`src/pdsb_pkg.sv`:
```
// Purpose: Shared constants for the detailed status bits block
// Assumes: 4B/5B code groups, serial management frames MSB first
// Notes:   Bit positions follow the 16-bit detailed status word
package pdsb_pkg;

	// ----------------------------------------
	// Register word layout
	// ----------------------------------------
	localparam logic [4:0] REG_ADDR      = 5'h11;
	localparam int         POS_SIG_LOST  = 10;
	localparam int         POS_EARLY_END = 5;
	localparam int         POS_AN_DONE   = 4;
	localparam int         POS_SIG_DET   = 3;
	localparam int         POS_JABBER    = 2;
	localparam int         POS_RFAULT    = 1;
	localparam int         POS_LINK      = 0;
	localparam int         EVT_BITS      = 6;
	localparam logic [4:0] UPPER_ZERO    = 5'h00;
	localparam logic [5:0] EVT_RESET     = 6'h00;

	// ----------------------------------------
	// Management frame
	// ----------------------------------------
	localparam logic [5:0] PRE_BITS  = 6'h20;
	localparam logic [1:0] OP_READ   = 2'h2;
	localparam logic [4:0] HDR_LAST  = 5'h0b;
	localparam logic [4:0] TA_LAST   = 5'h01;
	localparam logic [4:0] DATA_LAST = 5'h0f;

	// ----------------------------------------
	// Code groups
	// ----------------------------------------
	localparam logic [4:0] SYM_IDLE = 5'h1f;
	localparam logic [4:0] SYM_J    = 5'h18;
	localparam logic [4:0] SYM_K    = 5'h11;
	localparam logic [4:0] SYM_T    = 5'h0d;
	localparam logic [4:0] SYM_HALT = 5'h04;

	typedef enum logic [4:0] {
		MS_PRE   = 5'h01,
		MS_START = 5'h02,
		MS_HDR   = 5'h04,
		MS_TURN  = 5'h08,
		MS_DATA  = 5'h10
	} pdsb_mgmt_state_t;

	typedef enum logic [3:0] {
		RS_IDLE  = 4'h1,
		RS_GOTJ  = 4'h2,
		RS_PKT   = 4'h4,
		RS_WAIT  = 4'h8
	} pdsb_rx_state_t;

	// Code groups that carry no meaning at all in the 4B/5B set
	function automatic logic isInvalidCode(input logic [4:0] code);
		case (code)
			5'h00, 5'h01, 5'h02, 5'h03, 5'h05,
			5'h06, 5'h08, 5'h0c, 5'h10, 5'h19: isInvalidCode = 1'b1;
			default: isInvalidCode = 1'b0;
		endcase
	endfunction

endpackage

```
`src/pdsb_sym_if.sv`:
```
// Purpose: Carries code groups in and receive events out
// Assumes: One code group per clock when symValid is high
// Notes:   Event signals are one-cycle pulses
interface pdsb_sym_if;
	logic [4:0] sym;
	logic       symValid;
	logic       enable100;
	logic       evtFalseCarrier;
	logic       evtInvalid;
	logic       evtHalt;
	logic       evtEarlyEnd;
	logic       rxError;

	modport checker_side (
		input  sym, symValid, enable100,
		output evtFalseCarrier, evtInvalid, evtHalt, evtEarlyEnd, rxError
	);
	modport owner_side (
		output sym, symValid, enable100,
		input  evtFalseCarrier, evtInvalid, evtHalt, evtEarlyEnd, rxError
	);
endinterface

```
`src/pdsb_sym_check.sv`:
```
// Purpose: Watches received code groups for error conditions
// Assumes: Code groups already aligned and descrambled
// Notes:   Silent outside 100 Mb/s mode
module pdsb_sym_check (
	// Clock and reset
	input wire logic            clk,
	input wire logic            reset,
	// Symbol stream and events
	pdsb_sym_if.checker_side    sif
);
	typedef struct packed {
		pdsb_pkg::pdsb_rx_state_t st;
		logic                     prevIdle;
		logic                     falseCarrier;
		logic                     invalid;
		logic                     halt;
		logic                     earlyEnd;
		logic                     rxError;
	} pdsb_chk_s_t;

	pdsb_chk_s_t s_r;
	pdsb_chk_s_t s_nxt;

	always_comb begin
		s_nxt = s_r;
		s_nxt.falseCarrier = 1'b0;
		s_nxt.invalid = 1'b0;
		s_nxt.halt = 1'b0;
		s_nxt.earlyEnd = 1'b0;
		s_nxt.rxError = 1'b0;
		if (!sif.enable100) begin
			// Event meaning is undefined at 10 Mb/s, so stay quiet
			s_nxt.st = pdsb_pkg::RS_IDLE;
			s_nxt.prevIdle = 1'b0;
		end else if (sif.symValid) begin
			case (s_r.st)
				pdsb_pkg::RS_IDLE: begin
					if (sif.sym == pdsb_pkg::SYM_J) begin
						s_nxt.st = pdsb_pkg::RS_GOTJ;
					end else if (sif.sym != pdsb_pkg::SYM_IDLE) begin
						s_nxt.falseCarrier = 1'b1;
						s_nxt.st = pdsb_pkg::RS_WAIT;
					end
				end
				pdsb_pkg::RS_GOTJ: begin
					if (sif.sym == pdsb_pkg::SYM_K) begin
						s_nxt.st = pdsb_pkg::RS_PKT;
						s_nxt.prevIdle = 1'b0;
					end else begin
						s_nxt.falseCarrier = 1'b1;
						s_nxt.st = pdsb_pkg::RS_WAIT;
					end
				end
				pdsb_pkg::RS_PKT: begin
					s_nxt.prevIdle = (sif.sym == pdsb_pkg::SYM_IDLE);
					if (sif.sym == pdsb_pkg::SYM_T) begin
						s_nxt.st = pdsb_pkg::RS_WAIT;
					end else if (sif.sym == pdsb_pkg::SYM_HALT) begin
						s_nxt.halt = 1'b1;
						s_nxt.rxError = 1'b1;
					end else if (pdsb_pkg::isInvalidCode(sif.sym)) begin
						s_nxt.invalid = 1'b1;
						s_nxt.rxError = 1'b1;
					end else if (sif.sym == pdsb_pkg::SYM_IDLE && s_r.prevIdle) begin
						s_nxt.earlyEnd = 1'b1;
						s_nxt.rxError = 1'b1;
						s_nxt.st = pdsb_pkg::RS_IDLE;
					end
				end
				pdsb_pkg::RS_WAIT: begin
					if (sif.sym == pdsb_pkg::SYM_IDLE) begin
						s_nxt.st = pdsb_pkg::RS_IDLE;
					end
				end
				default: s_nxt.st = pdsb_pkg::RS_IDLE;
			endcase
		end
	end

	always_ff @(posedge clk or posedge reset) begin
		if (reset) begin
			s_r <= '{st: pdsb_pkg::RS_IDLE, default: 1'b0};
		end else begin
			s_r <= s_nxt;
		end
	end

	assign sif.evtFalseCarrier = s_r.falseCarrier;
	assign sif.evtInvalid      = s_r.invalid;
	assign sif.evtHalt         = s_r.halt;
	assign sif.evtEarlyEnd     = s_r.earlyEnd;
	assign sif.rxError         = s_r.rxError;
endmodule

```
`src/pdsb_latch_bank.sv`:
```
// Purpose: Latching-high event bits
// Assumes: clr is a one-cycle pulse per bit
// Notes:   A set in the clearing cycle wins
module pdsb_latch_bank (
	// Clock and reset
	input  wire logic                          clk,
	input  wire logic                          reset,
	// Events and clears
	input  wire logic [pdsb_pkg::EVT_BITS-1:0] set,
	input  wire logic [pdsb_pkg::EVT_BITS-1:0] clr,
	// Latched bits
	output logic      [pdsb_pkg::EVT_BITS-1:0] bits
);
	typedef struct packed {
		logic [pdsb_pkg::EVT_BITS-1:0] bits;
	} pdsb_latch_s_t;

	pdsb_latch_s_t s_r;
	pdsb_latch_s_t s_nxt;

	always_comb begin
		s_nxt = s_r;
		for (int i = 0; i < pdsb_pkg::EVT_BITS; i++) begin
			s_nxt.bits[i] = set[i] | (s_r.bits[i] & ~clr[i]);
		end
	end

	always_ff @(posedge clk or posedge reset) begin
		if (reset) begin
			s_r <= '{bits: pdsb_pkg::EVT_RESET};
		end else begin
			s_r <= s_nxt;
		end
	end

	assign bits = s_r.bits;
endmodule

```
`src/pdsb_status_top.sv`:
```
// Purpose: Detailed status bits 10..0 behind the management port
// Assumes: mdc and mdioIn synchronous to clk, clk much faster than mdc
// Notes:   Only reads of the quick poll status word answer; 15..11 read 0
module pdsb_status_top (
	// Clock and reset
	input  wire logic       clk,
	input  wire logic       reset,
	// Management port
	input  wire logic       mdc,
	input  wire logic       mdioIn,
	output logic            mdioOut,
	output logic            mdioOe,
	input  wire logic [4:0] phyAddr,
	// Mode and receive path status
	input  wire logic       speed100,
	input  wire logic       signalDetect100,
	input  wire logic       pllLockFail,
	input  wire logic [4:0] rxSym,
	input  wire logic       rxSymValid,
	// Negotiation and basic status mirrors
	input  wire logic       autoNegEnable,
	input  wire logic       autoNegComplete,
	input  wire logic       jabberDetect,
	input  wire logic       remoteFault,
	input  wire logic       linkStatus,
	// Toward the MAC
	output logic            rxError,
	output logic [15:0]     statusWord
);
	// ----------------------------------------
	// State
	// ----------------------------------------
	typedef struct packed {
		pdsb_pkg::pdsb_mgmt_state_t st;
		logic                       mdcPrev;
		logic [5:0]                 preCnt;
		logic [4:0]                 bitCnt;
		logic [11:0]                hdr;
		logic                       reading;
		logic [15:0]                shift;
		logic [5:0]                 snap;
		logic [5:0]                 clr;
		logic                       mdioOut;
		logic                       mdioOe;
		logic [15:0]                word;
	} pdsb_top_s_t;

	pdsb_top_s_t s_r;
	pdsb_top_s_t s_nxt;

	logic [pdsb_pkg::EVT_BITS-1:0] evtSet;
	logic [pdsb_pkg::EVT_BITS-1:0] evtBits;
	logic [15:0]                   liveWord;
	logic                          mdcRise;
	logic                          hdrMatch;
	logic [11:0]                   hdrFull;

	pdsb_sym_if sif ();

	assign sif.sym       = rxSym;
	assign sif.symValid  = rxSymValid;
	assign sif.enable100 = speed100;

	// ----------------------------------------
	// Receive checks and latched bits
	// ----------------------------------------
	pdsb_sym_check i_pdsb_sym_check (
		.clk   (clk),
		.reset (reset),
		.sif   (sif)
	);

	always_comb begin
		evtSet = pdsb_pkg::EVT_RESET;
		if (speed100) begin
			evtSet[5] = ~signalDetect100;
			evtSet[4] = pllLockFail;
		end
		evtSet[3] = sif.evtFalseCarrier;
		evtSet[2] = sif.evtInvalid;
		evtSet[1] = sif.evtHalt;
		evtSet[0] = sif.evtEarlyEnd;
	end

	pdsb_latch_bank i_pdsb_latch_bank (
		.clk   (clk),
		.reset (reset),
		.set   (evtSet),
		.clr   (s_r.clr),
		.bits  (evtBits)
	);

	// ----------------------------------------
	// Live register image
	// ----------------------------------------
	always_comb begin
		liveWord = 16'h0000;
		liveWord[15:11] = pdsb_pkg::UPPER_ZERO;
		liveWord[pdsb_pkg::POS_SIG_LOST:pdsb_pkg::POS_EARLY_END] = evtBits;
		// Complete is only trusted while negotiation is enabled
		liveWord[pdsb_pkg::POS_AN_DONE] = autoNegEnable & autoNegComplete;
		liveWord[pdsb_pkg::POS_SIG_DET] = speed100 & signalDetect100;
		liveWord[pdsb_pkg::POS_JABBER] = jabberDetect;
		liveWord[pdsb_pkg::POS_RFAULT] = remoteFault;
		liveWord[pdsb_pkg::POS_LINK] = linkStatus;
	end

	// ----------------------------------------
	// Management frame engine
	// ----------------------------------------
	assign mdcRise  = mdc & ~s_r.mdcPrev;
	assign hdrFull  = {s_r.hdr[10:0], mdioIn};
	assign hdrMatch = (hdrFull[11:10] == pdsb_pkg::OP_READ) &&
		(hdrFull[9:5] == phyAddr) && (hdrFull[4:0] == pdsb_pkg::REG_ADDR);

	always_comb begin
		s_nxt = s_r;
		s_nxt.mdcPrev = mdc;
		s_nxt.clr = pdsb_pkg::EVT_RESET;
		s_nxt.word = liveWord;
		if (mdcRise) begin
			case (s_r.st)
				pdsb_pkg::MS_PRE: begin
					if (mdioIn) begin
						if (s_r.preCnt != pdsb_pkg::PRE_BITS) begin
							s_nxt.preCnt = s_r.preCnt + 6'h01;
						end
					end else if (s_r.preCnt == pdsb_pkg::PRE_BITS) begin
						s_nxt.st = pdsb_pkg::MS_START;
					end else begin
						s_nxt.preCnt = 6'h00;
					end
				end
				pdsb_pkg::MS_START: begin
					s_nxt.preCnt = 6'h00;
					s_nxt.bitCnt = 5'h00;
					s_nxt.st = mdioIn ? pdsb_pkg::MS_HDR : pdsb_pkg::MS_PRE;
				end
				pdsb_pkg::MS_HDR: begin
					s_nxt.hdr = hdrFull;
					s_nxt.bitCnt = s_r.bitCnt + 5'h01;
					if (s_r.bitCnt == pdsb_pkg::HDR_LAST) begin
						s_nxt.st = pdsb_pkg::MS_TURN;
						s_nxt.bitCnt = 5'h00;
						s_nxt.reading = hdrMatch;
						// Snapshot now so the answer shows current values
						s_nxt.shift = liveWord;
						s_nxt.snap = evtBits;
					end
				end
				pdsb_pkg::MS_TURN: begin
					s_nxt.bitCnt = s_r.bitCnt + 5'h01;
					if (s_r.bitCnt == pdsb_pkg::TA_LAST) begin
						s_nxt.st = pdsb_pkg::MS_DATA;
						s_nxt.bitCnt = 5'h00;
						s_nxt.mdioOut = s_r.shift[15];
						s_nxt.shift = {s_r.shift[14:0], 1'b0};
					end else begin
						// Second turnaround bit is a driven zero
						s_nxt.mdioOe = s_r.reading;
						s_nxt.mdioOut = 1'b0;
					end
				end
				pdsb_pkg::MS_DATA: begin
					s_nxt.bitCnt = s_r.bitCnt + 5'h01;
					s_nxt.mdioOut = s_r.shift[15];
					s_nxt.shift = {s_r.shift[14:0], 1'b0};
					if (s_r.bitCnt == pdsb_pkg::DATA_LAST) begin
						s_nxt.st = pdsb_pkg::MS_PRE;
						s_nxt.mdioOe = 1'b0;
						s_nxt.mdioOut = 1'b0;
						s_nxt.bitCnt = 5'h00;
						// Only bits seen as one are cleared; newer sets win
						if (s_r.reading) begin
							s_nxt.clr = s_r.snap;
						end
						s_nxt.reading = 1'b0;
					end
				end
				default: begin
					s_nxt.st = pdsb_pkg::MS_PRE;
					s_nxt.mdioOe = 1'b0;
				end
			endcase
		end
	end

	always_ff @(posedge clk or posedge reset) begin
		if (reset) begin
			s_r <= '{st: pdsb_pkg::MS_PRE, default: '0};
		end else begin
			s_r <= s_nxt;
		end
	end

	assign mdioOut    = s_r.mdioOut;
	assign mdioOe     = s_r.mdioOe;
	assign rxError    = sif.rxError;
	assign statusWord = s_r.word;
endmodule

```
`config.mk`:
```
export PLATFORM = sky130hd
export DESIGN_NAME = pdsb_status_top
export DESIGN_NICKNAME = d
export VERILOG_FILES = /design/src/pdsb_pkg.sv /design/src/pdsb_sym_if.sv /design/src/pdsb_sym_check.sv /design/src/pdsb_latch_bank.sv /design/src/pdsb_status_top.sv
export SDC_FILE = /design/constraint.sdc
export NUM_CORES = 1
export LEC_CHECK = 0
export ABC_AREA = 0
export BUFFER_PORTS_ARGS = -buffer_cell sky130_fd_sc_hd__buf_2
export CORE_UTILIZATION = 41
export CTS_BUF_LIST = sky130_fd_sc_hd__clkbuf_4 sky130_fd_sc_hd__clkbuf_8
export DETAILED_ROUTE_END_ITERATION = 8
export GPL_ROUTABILITY_DRIVEN = 0
export PLACE_DENSITY = 0.57
export SETUP_SLACK_MARGIN = 0.5
export SLEW_MARGIN = 15
export SYNTH_ARGS = -nofsm -noshare
export SYNTH_HDL_FRONTEND = slang
export SYNTH_SLANG_ARGS = --single-unit
export TNS_END_PERCENT = 30
```
`constraint.sdc`:
```
create_clock -name clk -period 6.1 [get_ports clk]
set_input_delay 0.915 -clock clk [delete_from_list [all_inputs] [get_ports clk]]
set_output_delay 0.915 -clock clk [all_outputs]
set_load 0.02 [all_outputs]
```
======== Word level (Yosys, flattened, before mapping) ========
Memories as Yosys holds them, arrays and structs flattened.
Cells that the tools add are included.
storage, ports and cells
  register bits ........................... 87
  bits in latches ......................... 0
  RAM bits ................................ 0
  bits in read-only memories .............. 32
  input port bits ......................... 23
  output and inout bits ................... 19
  word-level logic and storage cells ...... 168
  memories kept ........................... 1
operators by class
  add/sub/neg operators ................... 2
  multiply operators ...................... 0
  divide/modulo/power cells ............... 0
  $lt $le $gt $ge ......................... 0
  equal/unequal tests ..................... 39
  shift-type cells ........................ 0
  muxes and demuxes ....................... 62
  bitwise gates (word level) .............. 24
  reductions and logical operators ........ 20
memories
  name              depth  width  read ports  clocked after Yosys merged registers in  write ports  line            text
  (name not given)  32     1      1           0                                        0            pdsb_pkg.sv:56  case (code)
operator list
  cell                count
  $mux 5              10
  $pmux 16 s3         1
  $mux 4              10
  $mux 6              5
  $eq 5x5->1 const B  5
  $pmux 5 s5          1
  $mux 23             1
  $eq 5x4->1 const B  4
  $pmux 5 s4          1
  $mux 1              19
  $mux 16             1
  $mux 8              2
  $pmux 4 s4          1
  $reduce_and 4->1    4
  $ne 2x2->1 const B  6
  $pmux 6 s2          1
  $reduce_and 6->1    2
  $eq 5x1->1 const B  2
  $eq 5x3->1 const B  2
  $mux 10             1
  $and 1x1->1         9
  $not 1->1           9
  $ne 4x2->1 const B  2
  $ne 4x3->1 const B  2
  other kinds (28)    46

======== Longest topological paths before layout ========
Gate-level depths: netlist of run 1.
  word-level depth ........................ 12
  mapped depth ............................ 8
  gate-level depth less buffers ........... 7

======== Hierarchy ========
Synthesis of run 1 repeated with hierarchy kept, for this count alone.
second synthesis, totals
  cell total of the unflattened synthesis .. 431
  area, all modules ....................... 4341.7 um^2
by module, submodules not included
  module           instances  cells an instance  area an instance (um^2)  sequential area each (um^2)
  pdsb_status_top  1          327                3370.7                   1752.9
  pdsb_sym_check   1          85                 749.5                    251.5
  pdsb_latch_bank  1          19                 221.5                    150.1

======== Least setup slack after synthesis of run 1 ========
No wires, ideal clock.
  kind .................................... input to register
  start ................................... in rxSym[3]
  end ..................................... reg i_pdsb_sym_check.s_r[9] (netlist bit)
  setup time .............................. 67 ps
  data arrival time ....................... 2233 ps
  required time ........................... 6033 ps
  setup slack ............................. 3800 ps
  cell stages on the path ................. 5
  buffers on the path ..................... 1
  path through ............................ clkbuf_1 > nand4bb_1 > or4b_2 > a31oi_1 > a32o_1
on the way
  word-level cells in the longest chain between the ends .. 8
  elaborated cells between the ends (all ways) .. 25
  classes of those cells .................. eq/ne (11); mux (11); reduce/logical (2); memory (1)
RTL lines
  item                               line                   text
  start, declared                    pdsb_status_top.sv:18  input wire logic [4:0] rxSym,
  $mem_v2 32x1                       -
  $mux 1                             pdsb_sym_check.sv:58   end else if (sif.sym == pdsb_pkg::SYM_HALT) begin
  $mux 1                             pdsb_sym_check.sv:56   if (sif.sym == pdsb_pkg::SYM_T) begin
  $mux 1                             pdsb_sym_check.sv:36   case (s_r.st)
  $mux 1                             pdsb_sym_check.sv:35   end else if (sif.symValid) begin
  $mux 1                             pdsb_sym_check.sv:31   if (!sif.enable100) begin
  $ne 4x3->1 (no source line)        -
  $reduce_and 6->1 (no source line)  -
  end signal, assigned               pdsb_sym_check.sv:84   s_r <= s_nxt;
  end, declared                      pdsb_sym_check.sv:21   pdsb_chk_s_t s_r;
Several ways; a longest one is shown, not always the timed one. The select of a mux whose other input is x is not followed.
A chain may end at the register's enable or synchronous reset.

======== Worst setup path in the final report of run 1 ========
  start ................................... reg s_r[60] (netlist bit)
  end ..................................... reg s_r[74] (netlist bit)
on the way
  word-level cells in the longest chain between the ends .. 3
  elaborated cells between the ends (all ways) .. 7
  classes of those cells .................. eq/ne (6); reduce/logical (1)
RTL lines
  item                                   line                    text
  start, declared                        pdsb_status_top.sv:48   pdsb_top_s_t s_r;
  start signal, assigned                 pdsb_status_top.sv:192  s_r <= s_nxt;
  $eq 5x4->1 (tied with other cells)     pdsb_status_top.sv:168  if (s_r.bitCnt == pdsb_pkg::DATA_LAST) begin
  $ne 2x2->1 (no source line)            -
  $reduce_and 6->1 (no source line) (*)  -
Mark *: on every way between the ends. The rest lies on a longest branch, timed or not.

==> results_dict.tcl, run 1 <==
set metrics [dict create \
    status "complete, no violations" \
    cts_buffers 9 \
    io_pins 42 \
    critPathKind "register to register" \
    synth_largest_area_cell "dfrtp_1" \
    drv_slew 0 \
    routedWlPerCell_um 13.9 \
    clock_sinks 86 \
    cts_root_buffer "clkbuf_8" \
    power_density_mw_per_mm2 310 \
    max-slew-margin-rel_pct 49.6 \
    synthCells 426 \
    stdcell_count 580 \
    syn-cell-area_mm2 0.00429 \
    cp-start-kind "register" \
    grt_pass1_wl_mm 14.2 \
    cts_buffer_depth 2 \
    std_cell_rows 36 \
    cts_tree "yes" \
    cp-end-kind "register" \
    post-route-min-period_ps 2490 \
    clock_latency_ps 350 \
    finalSetupTns_ps 0 \
    via_count 3048 \
    cts_resized 0 \
    hold_viol 0 \
    grt_max_degree 85 \
    avgSynthCellArea_um2 10.1 \
    fin_ws_ps 3610 \
    portBuffers 36 \
    ys.flop_type "dfrtp_1" \
    die_x_um 104 \
    vias_per_cell 5.26 \
    tightestPinTransition_ps 749 \
    dieArea_mm2 0.0109 \
    antenna_found_initial 0 \
    first_pass_iters 4 \
    overflow 0 \
    synthArstFlopShare_pct 100 \
    multiInputGateArea_mm2 0.00183 \
    core_area_mm2 0.00995 \
    drt_iter0_markers 181 \
    cp_data_required_time_ps 6340 \
    worst-path-max-fanout 7 \
    wirelength_mm 8.09 \
    skew_ps 12.4 \
    ff2ff_path_depth 7 \
    yosys.area.top_type_share_pct 49.0 \
    grt_use_total_pct 16.1 \
    reg2reg_slack_ps 3610 \
    leakagePower_nw 2.11 \
    drc 0 \
    diodes 0 \
    hp-class "input port to asynchronous set/reset pin" \
    final.period_utilization_pct 40.8 \
    worstPathArrival_ps 2730 \
    dpl.hpwl_mm 5.54 \
    dp.cells 563 \
    dp_worst_setup_slack_ps 3620 \
    holdBufCountCts 0 \
    setup_viol 0 \
    path_clk_slew_ps 90 \
    grt_pass1_vias 2865 \
    antenna_left 0 \
    max-cap-violations 0 \
    synth_cell_types 65 \
    synth_edf_count 0 \
    rsz0062_at_grt "no" \
    start_util_pct 43.1 \
    die_h_um 104 \
    fmax_mhz 402 \
    ys_seq_area_share_pct 50.2 \
    fillers 950 \
    seqCellArea_mm2 0.00215 \
    final_nets 475 \
    postCtsSetupBuffers 0 \
    h-tree-depth 3 \
    layout-drive-gt1-share_pct 19.5 \
    vdd_drop_max_v 0.0000996 \
    yosys-top-cells-area "dfrtp_1 49%, mux2_2 3.9%, nand3_1 3.3%" \
    synth_warnings 0 \
    synth-seq-cells 86 \
    area_growth_pct 8.65 \
]
critical path, cell delays in order (launching register included):
cell and delay, ps:
dfrtp_1 420, inv_1 70, ha_1 120, or4b_4 470, and3_4 220, a221oi_4 340, and3_1 410, mux2_4 330
cells by family after synthesis:
| group | count (synthesis) | share of synthesized area (%) |
|---|---|---|
| adders and majority gates | 10 | 2.91 |
| muxes | 20 | 5.57 |
| AOI/OAI and AO/OA | 78 | 12.6 |
| buffers and inverters | 67 | 7.52 |
| xor gates and xnor gates | 9 | 1.84 |
| and+or+nand+nor | 155 | 19.3 |
| DFF | 86 | 50.2 |
| other | 1 | 0.0873 |
cells in the final DEF, fill, tap and decap left out, drive strengths merged, types with 8 or more instances in the layout:
cell type and instances:
ha 10, inv 31, nor2 28, mux2 19, dfrtp 84, clkbuf 9, nand3 28, buf 39
and2 11, o21ai 25, a31oi 12, nor3 8, nand2 35
sequential cells by signal, summed over array words and instances (netlist names):
signal and cells:
s_r 46, hdrFull 11, i_pdsb_sym_check.s_r 5, i_pdsb_sym_check.sif.evtFalseCarrier 1, i_pdsb_sym_check.sif.evtHalt 1, i_pdsb_sym_check.sif.evtEarlyEnd 1
mdioOut 1, i_pdsb_sym_check.sif.rxError 1, i_pdsb_sym_check.sif.evtInvalid 1, mdioOe 1, statusWord 11, i_pdsb_latch_bank.bits 6
per-layer routing:
| metal | share of wire, % | vias up | track usage [%] |
|---|---|---|---|
| met4 | 0.67 | 0 | 5.20 |
| met3 | 3.9 | 4 | 3.26 |
| met2 | 45 | 63 | 23.1 |
| li1 | - | 1504 | - |
| met1 | 51 | 1477 | 24.0 |
| met5 | 0 | - | 0 |
metrics by stage:
step | utilization [%] | power [mW] | cell area, µm² | hold slack (ps)
after detailed placement | 44.8 | 1.08 | 4460 | 394
after CTS | 46.6 | 1.46 | 4640 | 368
after global routing | 46.9 | 1.55 | 4670 | 364
after floorplan | - | 1.01 | 4310 | 373
after global placement | 44.8 | 1.07 | 4460 | 387
final | 46.9 | 1.45 | 4670 | 391
final cells by class:
cell class / count / area share [%]
Timing Repair Buffer: 39 / 4.77
Sequential cell: 86 / 46.2
Inverter: 29 / 2.36
Clock inverter: 7 / 1.21
Multi-Input combinational cell: 277 / 39.3
Tap cell: 133 / 3.57
Clock buffer: 9 / 2.65
final timing paths:
| kind | start | to |
|---|---|---|
| worst max-delay path | s_r[60] | s_r[74] |
| worst min-delay path | reset | i_pdsb_sym_check.s_r[8] |
| worst max register to register | s_r[60] | s_r[74] |
| worst min register to register | s_r[22] | i_pdsb_latch_bank.bits[4] |
| max in group asynchronous | reset | i_pdsb_sym_check.s_r[6] |
| min in group clk | s_r[22] | i_pdsb_latch_bank.bits[4] |
power breakdown:
part	internal, mW	switching (mW)	total [mW]
Clock	0.154	0.220	0.374
Sequential	0.661	0.0943	0.756
Combinational	0.148	0.170	0.319
Total	0.963	0.485	1.45
cell usage after synthesis (all sizes together), types with 8 or more instances:
library cell   n
buf           20
and2          11
a31oi         12
o21ai         25
nor2          28
inv           29
clkbuf        18
nand2         35
mux2          19
nor3           8
ha            10
dfrtp         84
nand3         28
Note: power is estimated with default switching activity, not from simulation.
==> run 2, diff against run 1 <==
--- a/config.mk
+++ b/config.mk
@@ -5,7 +5,7 @@
 export SDC_FILE = /design/constraint.sdc
 export NUM_CORES = 1
 export LEC_CHECK = 0
-export ABC_AREA = 0
+export ABC_AREA = 1
 export BUFFER_PORTS_ARGS = -buffer_cell sky130_fd_sc_hd__buf_2
 export CORE_UTILIZATION = 41
 export CTS_BUF_LIST = sky130_fd_sc_hd__clkbuf_4 sky130_fd_sc_hd__clkbuf_8
==> constraint.sdc (replaced) <==
create_clock -name clk -period 2.4 [get_ports clk]
set_input_delay 0.36 -clock clk [delete_from_list [all_inputs] [get_ports clk]]
set_output_delay 0.36 -clock clk [all_outputs]
set_load 0.02 [all_outputs]
==> results_dict.tcl, run 2 <==
set metrics [dict create \
    status "complete, no violations" \
    overflow 0 \
    synth_largest_area_cell "dfrtp_1" \
    cp_slowest_cell "dfrtp_1" \
    grt_use_total_pct 17.3 \
    post-route-min-period_ps 1760 \
    drv_slew 0 \
    cp_data_required_time_ps 2700 \
    tightestPinTransition_ps 580 \
    path_clk_slew_ps 100 \
    antenna_found_initial 0 \
    worstPathArrival_ps 2060 \
    die_h_um 106 \
    std_cell_rows 37 \
    io_pins 42 \
    layout-drive-gt1-share_pct 15.0 \
    max-slew-margin-rel_pct 61.3 \
    leakagePower_nw 2.61 \
    grt_max_degree 58 \
    setup_viol 0 \
    synth_edf_count 0 \
    die_x_um 106 \
    skew_ps 10.1 \
    synthArstFlopShare_pct 100 \
    synthCells 567 \
    critPathKind "register to register" \
    cp-end-kind "register" \
    avgSynthCellArea_um2 7.77 \
    cts_buffers 9 \
    syn-cell-area_mm2 0.00441 \
    drt_iter0_markers 190 \
    holdBufCountCts 0 \
    layout_common_cells "202 x nand2_1, 84 x dfrtp_1, 63 x inv_1, 57 x nor2_1, 36 x buf_2" \
    crit_family "simple AND/OR/NAND/NOR gates" \
    hp-class "input port to asynchronous set/reset pin" \
    synth-seq-cells 86 \
    ys.flop_type "dfrtp_1" \
    regMostFlops "s_r" \
    drc 0 \
    dpl.hpwl_mm 6.19 \
    cts_buffer_depth 2 \
    clock_sinks 86 \
    synth_warnings 0 \
    yosysMostFrequentCell "nand2_1" \
    vias_per_cell 4.70 \
    portBuffers 36 \
    ys_seq_area_share_pct 48.9 \
    antenna_left 0 \
    path_cells "ha_2 -> nand2_1 -> nor2_2 -> ha_1 -> inv_1 -> nand4_1 -> nand3_4 -> inv_1 -> nand2_2 -> nand2_1 -> nand2_1" \
    power_density_mw_per_mm2 745 \
    finalSetupTns_ps 0 \
    cp-start-kind "register" \
    wirelength_mm 8.79 \
    cts_tree "yes" \
    rsz0062_at_grt "yes" \
    start_util_pct 42.5 \
    fmax_mhz 567 \
    fin_ws_ps 635 \
    core_area_mm2 0.0104 \
    h-tree-depth 3 \
    holdWs_ps 48.1 \
    via_count 3484 \
    clock_latency_ps 360 \
    diodes 0 \
    vdd_drop_max_v 0.000455 \
    first_pass_iters 5 \
    routedWlPerCell_um 11.9 \
    largest_reg_flops 46 \
    final_nets 633 \
    synth_cell_types 34 \
    final_common_cell "nand2_1" \
    yosys-top-cells-area "dfrtp_1 48%, nand2_1 17%, inv_1 5.4%" \
    yosys.area.top_type_share_pct 47.7 \
    critPathMaxStageDelay_ps 430 \
    worst-path-max-fanout 5 \
    r2r_start "s_r[59]" \
    critical_path.most_common_cell "nand2_1" \
    grt_pass1_vias 3473 \
    dp_worst_setup_slack_ps 509 \
    r2r_end "s_r[75]" \
    cts_root_buffer "clkbuf_8" \
    max-cap-violations 0 \
    area_growth_pct 11.9 \
    grt_pass1_wl_mm 15.6 \
    hold_viol 0 \
    ff2ff_path_depth 11 \
    reg2reg_slack_ps 640 \
    dieArea_mm2 0.0112 \
    final.period_utilization_pct 73.5 \
    power_mw 3.67 \
    synthTopCellsByCount "204 x nand2_1, 84 x dfrtp_1, 64 x inv_1, 59 x nor2_1, 27 x nand3_1" \
    path_buf_inv 2 \
    fin_util_pct 47.6 \
]
-- run 2: cell types whose count changed after synthesis, moves of 9 or more --
cell      change
a31oi_1      -11
and2_1       -11
clkbuf_1     -16
inv_1        +35
mux2_2       -15
nand2_1     +169
nand4_1       +9
nor2_1       +31
-- run 2: metal layers --
layer | GRT usage [%] | up-vias | routed length, µm
li1 | - | 1805 | -
met1 | 22.6 | 1603 | 4380
met2 | 27.8 | 65 | 3870
met3 | 4.33 | 11 | 400
met4 | 5.75 | 0 | 135
met5 | 0 | - | 0
-- run 2: repair_timing --
item	in CTS	in global routing
resized for setup	1	8
setup buffers	0	4
endpoints found under the hold margin	0	0
endpoints found under the setup margin	5	42
pin swaps	0	1
-- run 2: worst max-delay path by stage --
stage,start,endpoint,slack (ps),cells after the start
4_1_cts,s_r[71],s_r[40],540,8
3_5_place_dp,s_r[59],s_r[75],510,10
6_report,s_r[59],s_r[75],640,11
2_1_floorplan,s_r[59],s_r[72],830,10
3_3_place_gp,s_r[71],s_r[40],560,8
5_1_grt,s_r[74],s_r[69],470,6
-- run 2: kinds of logic after synthesis --
logic type / count (synthesis) / share of synthesized area, %
fa+ha+maj: 10 / 2.84
other cells: 1 / 0.0851
simple gates: 332 / 32.5
flops: 86 / 48.9
buf+inv: 93 / 9.65
compound gates: 40 / 5.02
xor+xnor: 5 / 0.994
-- run 2: through the flow --
step	area (µm²)	std cells
2_1_floorplan	4430	571
3_3_place_gp	4640	721
3_5_place_dp	4640	721
4_1_cts	4850	737
5_1_grt	4930	741
6_report	4930	741
-- run 2: worst register-to-register path: stages (launching register included) --
cell and delay (ps):
dfrtp_1 430, ha_2 220, nand2_1 80, nor2_2 40, ha_1 180, inv_1 100, nand4_1 190, nand3_4 180
inv_1 60, nand2_2 100, nand2_1 60, nand2_1 60
-- run 2: cell type report --
type / count / area, µm²
Inverter: 68 / 259
Clock inverter: 7 / 83.8
Clock buffer: 9 / 124
Fill cell: 1042 / 5440
Timing Repair Buffer: 43 / 258
Sequential cell: 86 / 2150
Tap cell: 136 / 170
Multi-Input combinational cell: 392 / 1880
-- run 2: power breakdown --
| part | internal (mW) | switching (mW) | leakage, nW |
|---|---|---|---|
| Clock | 0.504 | 0.586 | 0.103 |
| Combinational | 0.290 | 0.558 | 1.37 |
| Sequential | 1.60 | 0.131 | 1.13 |
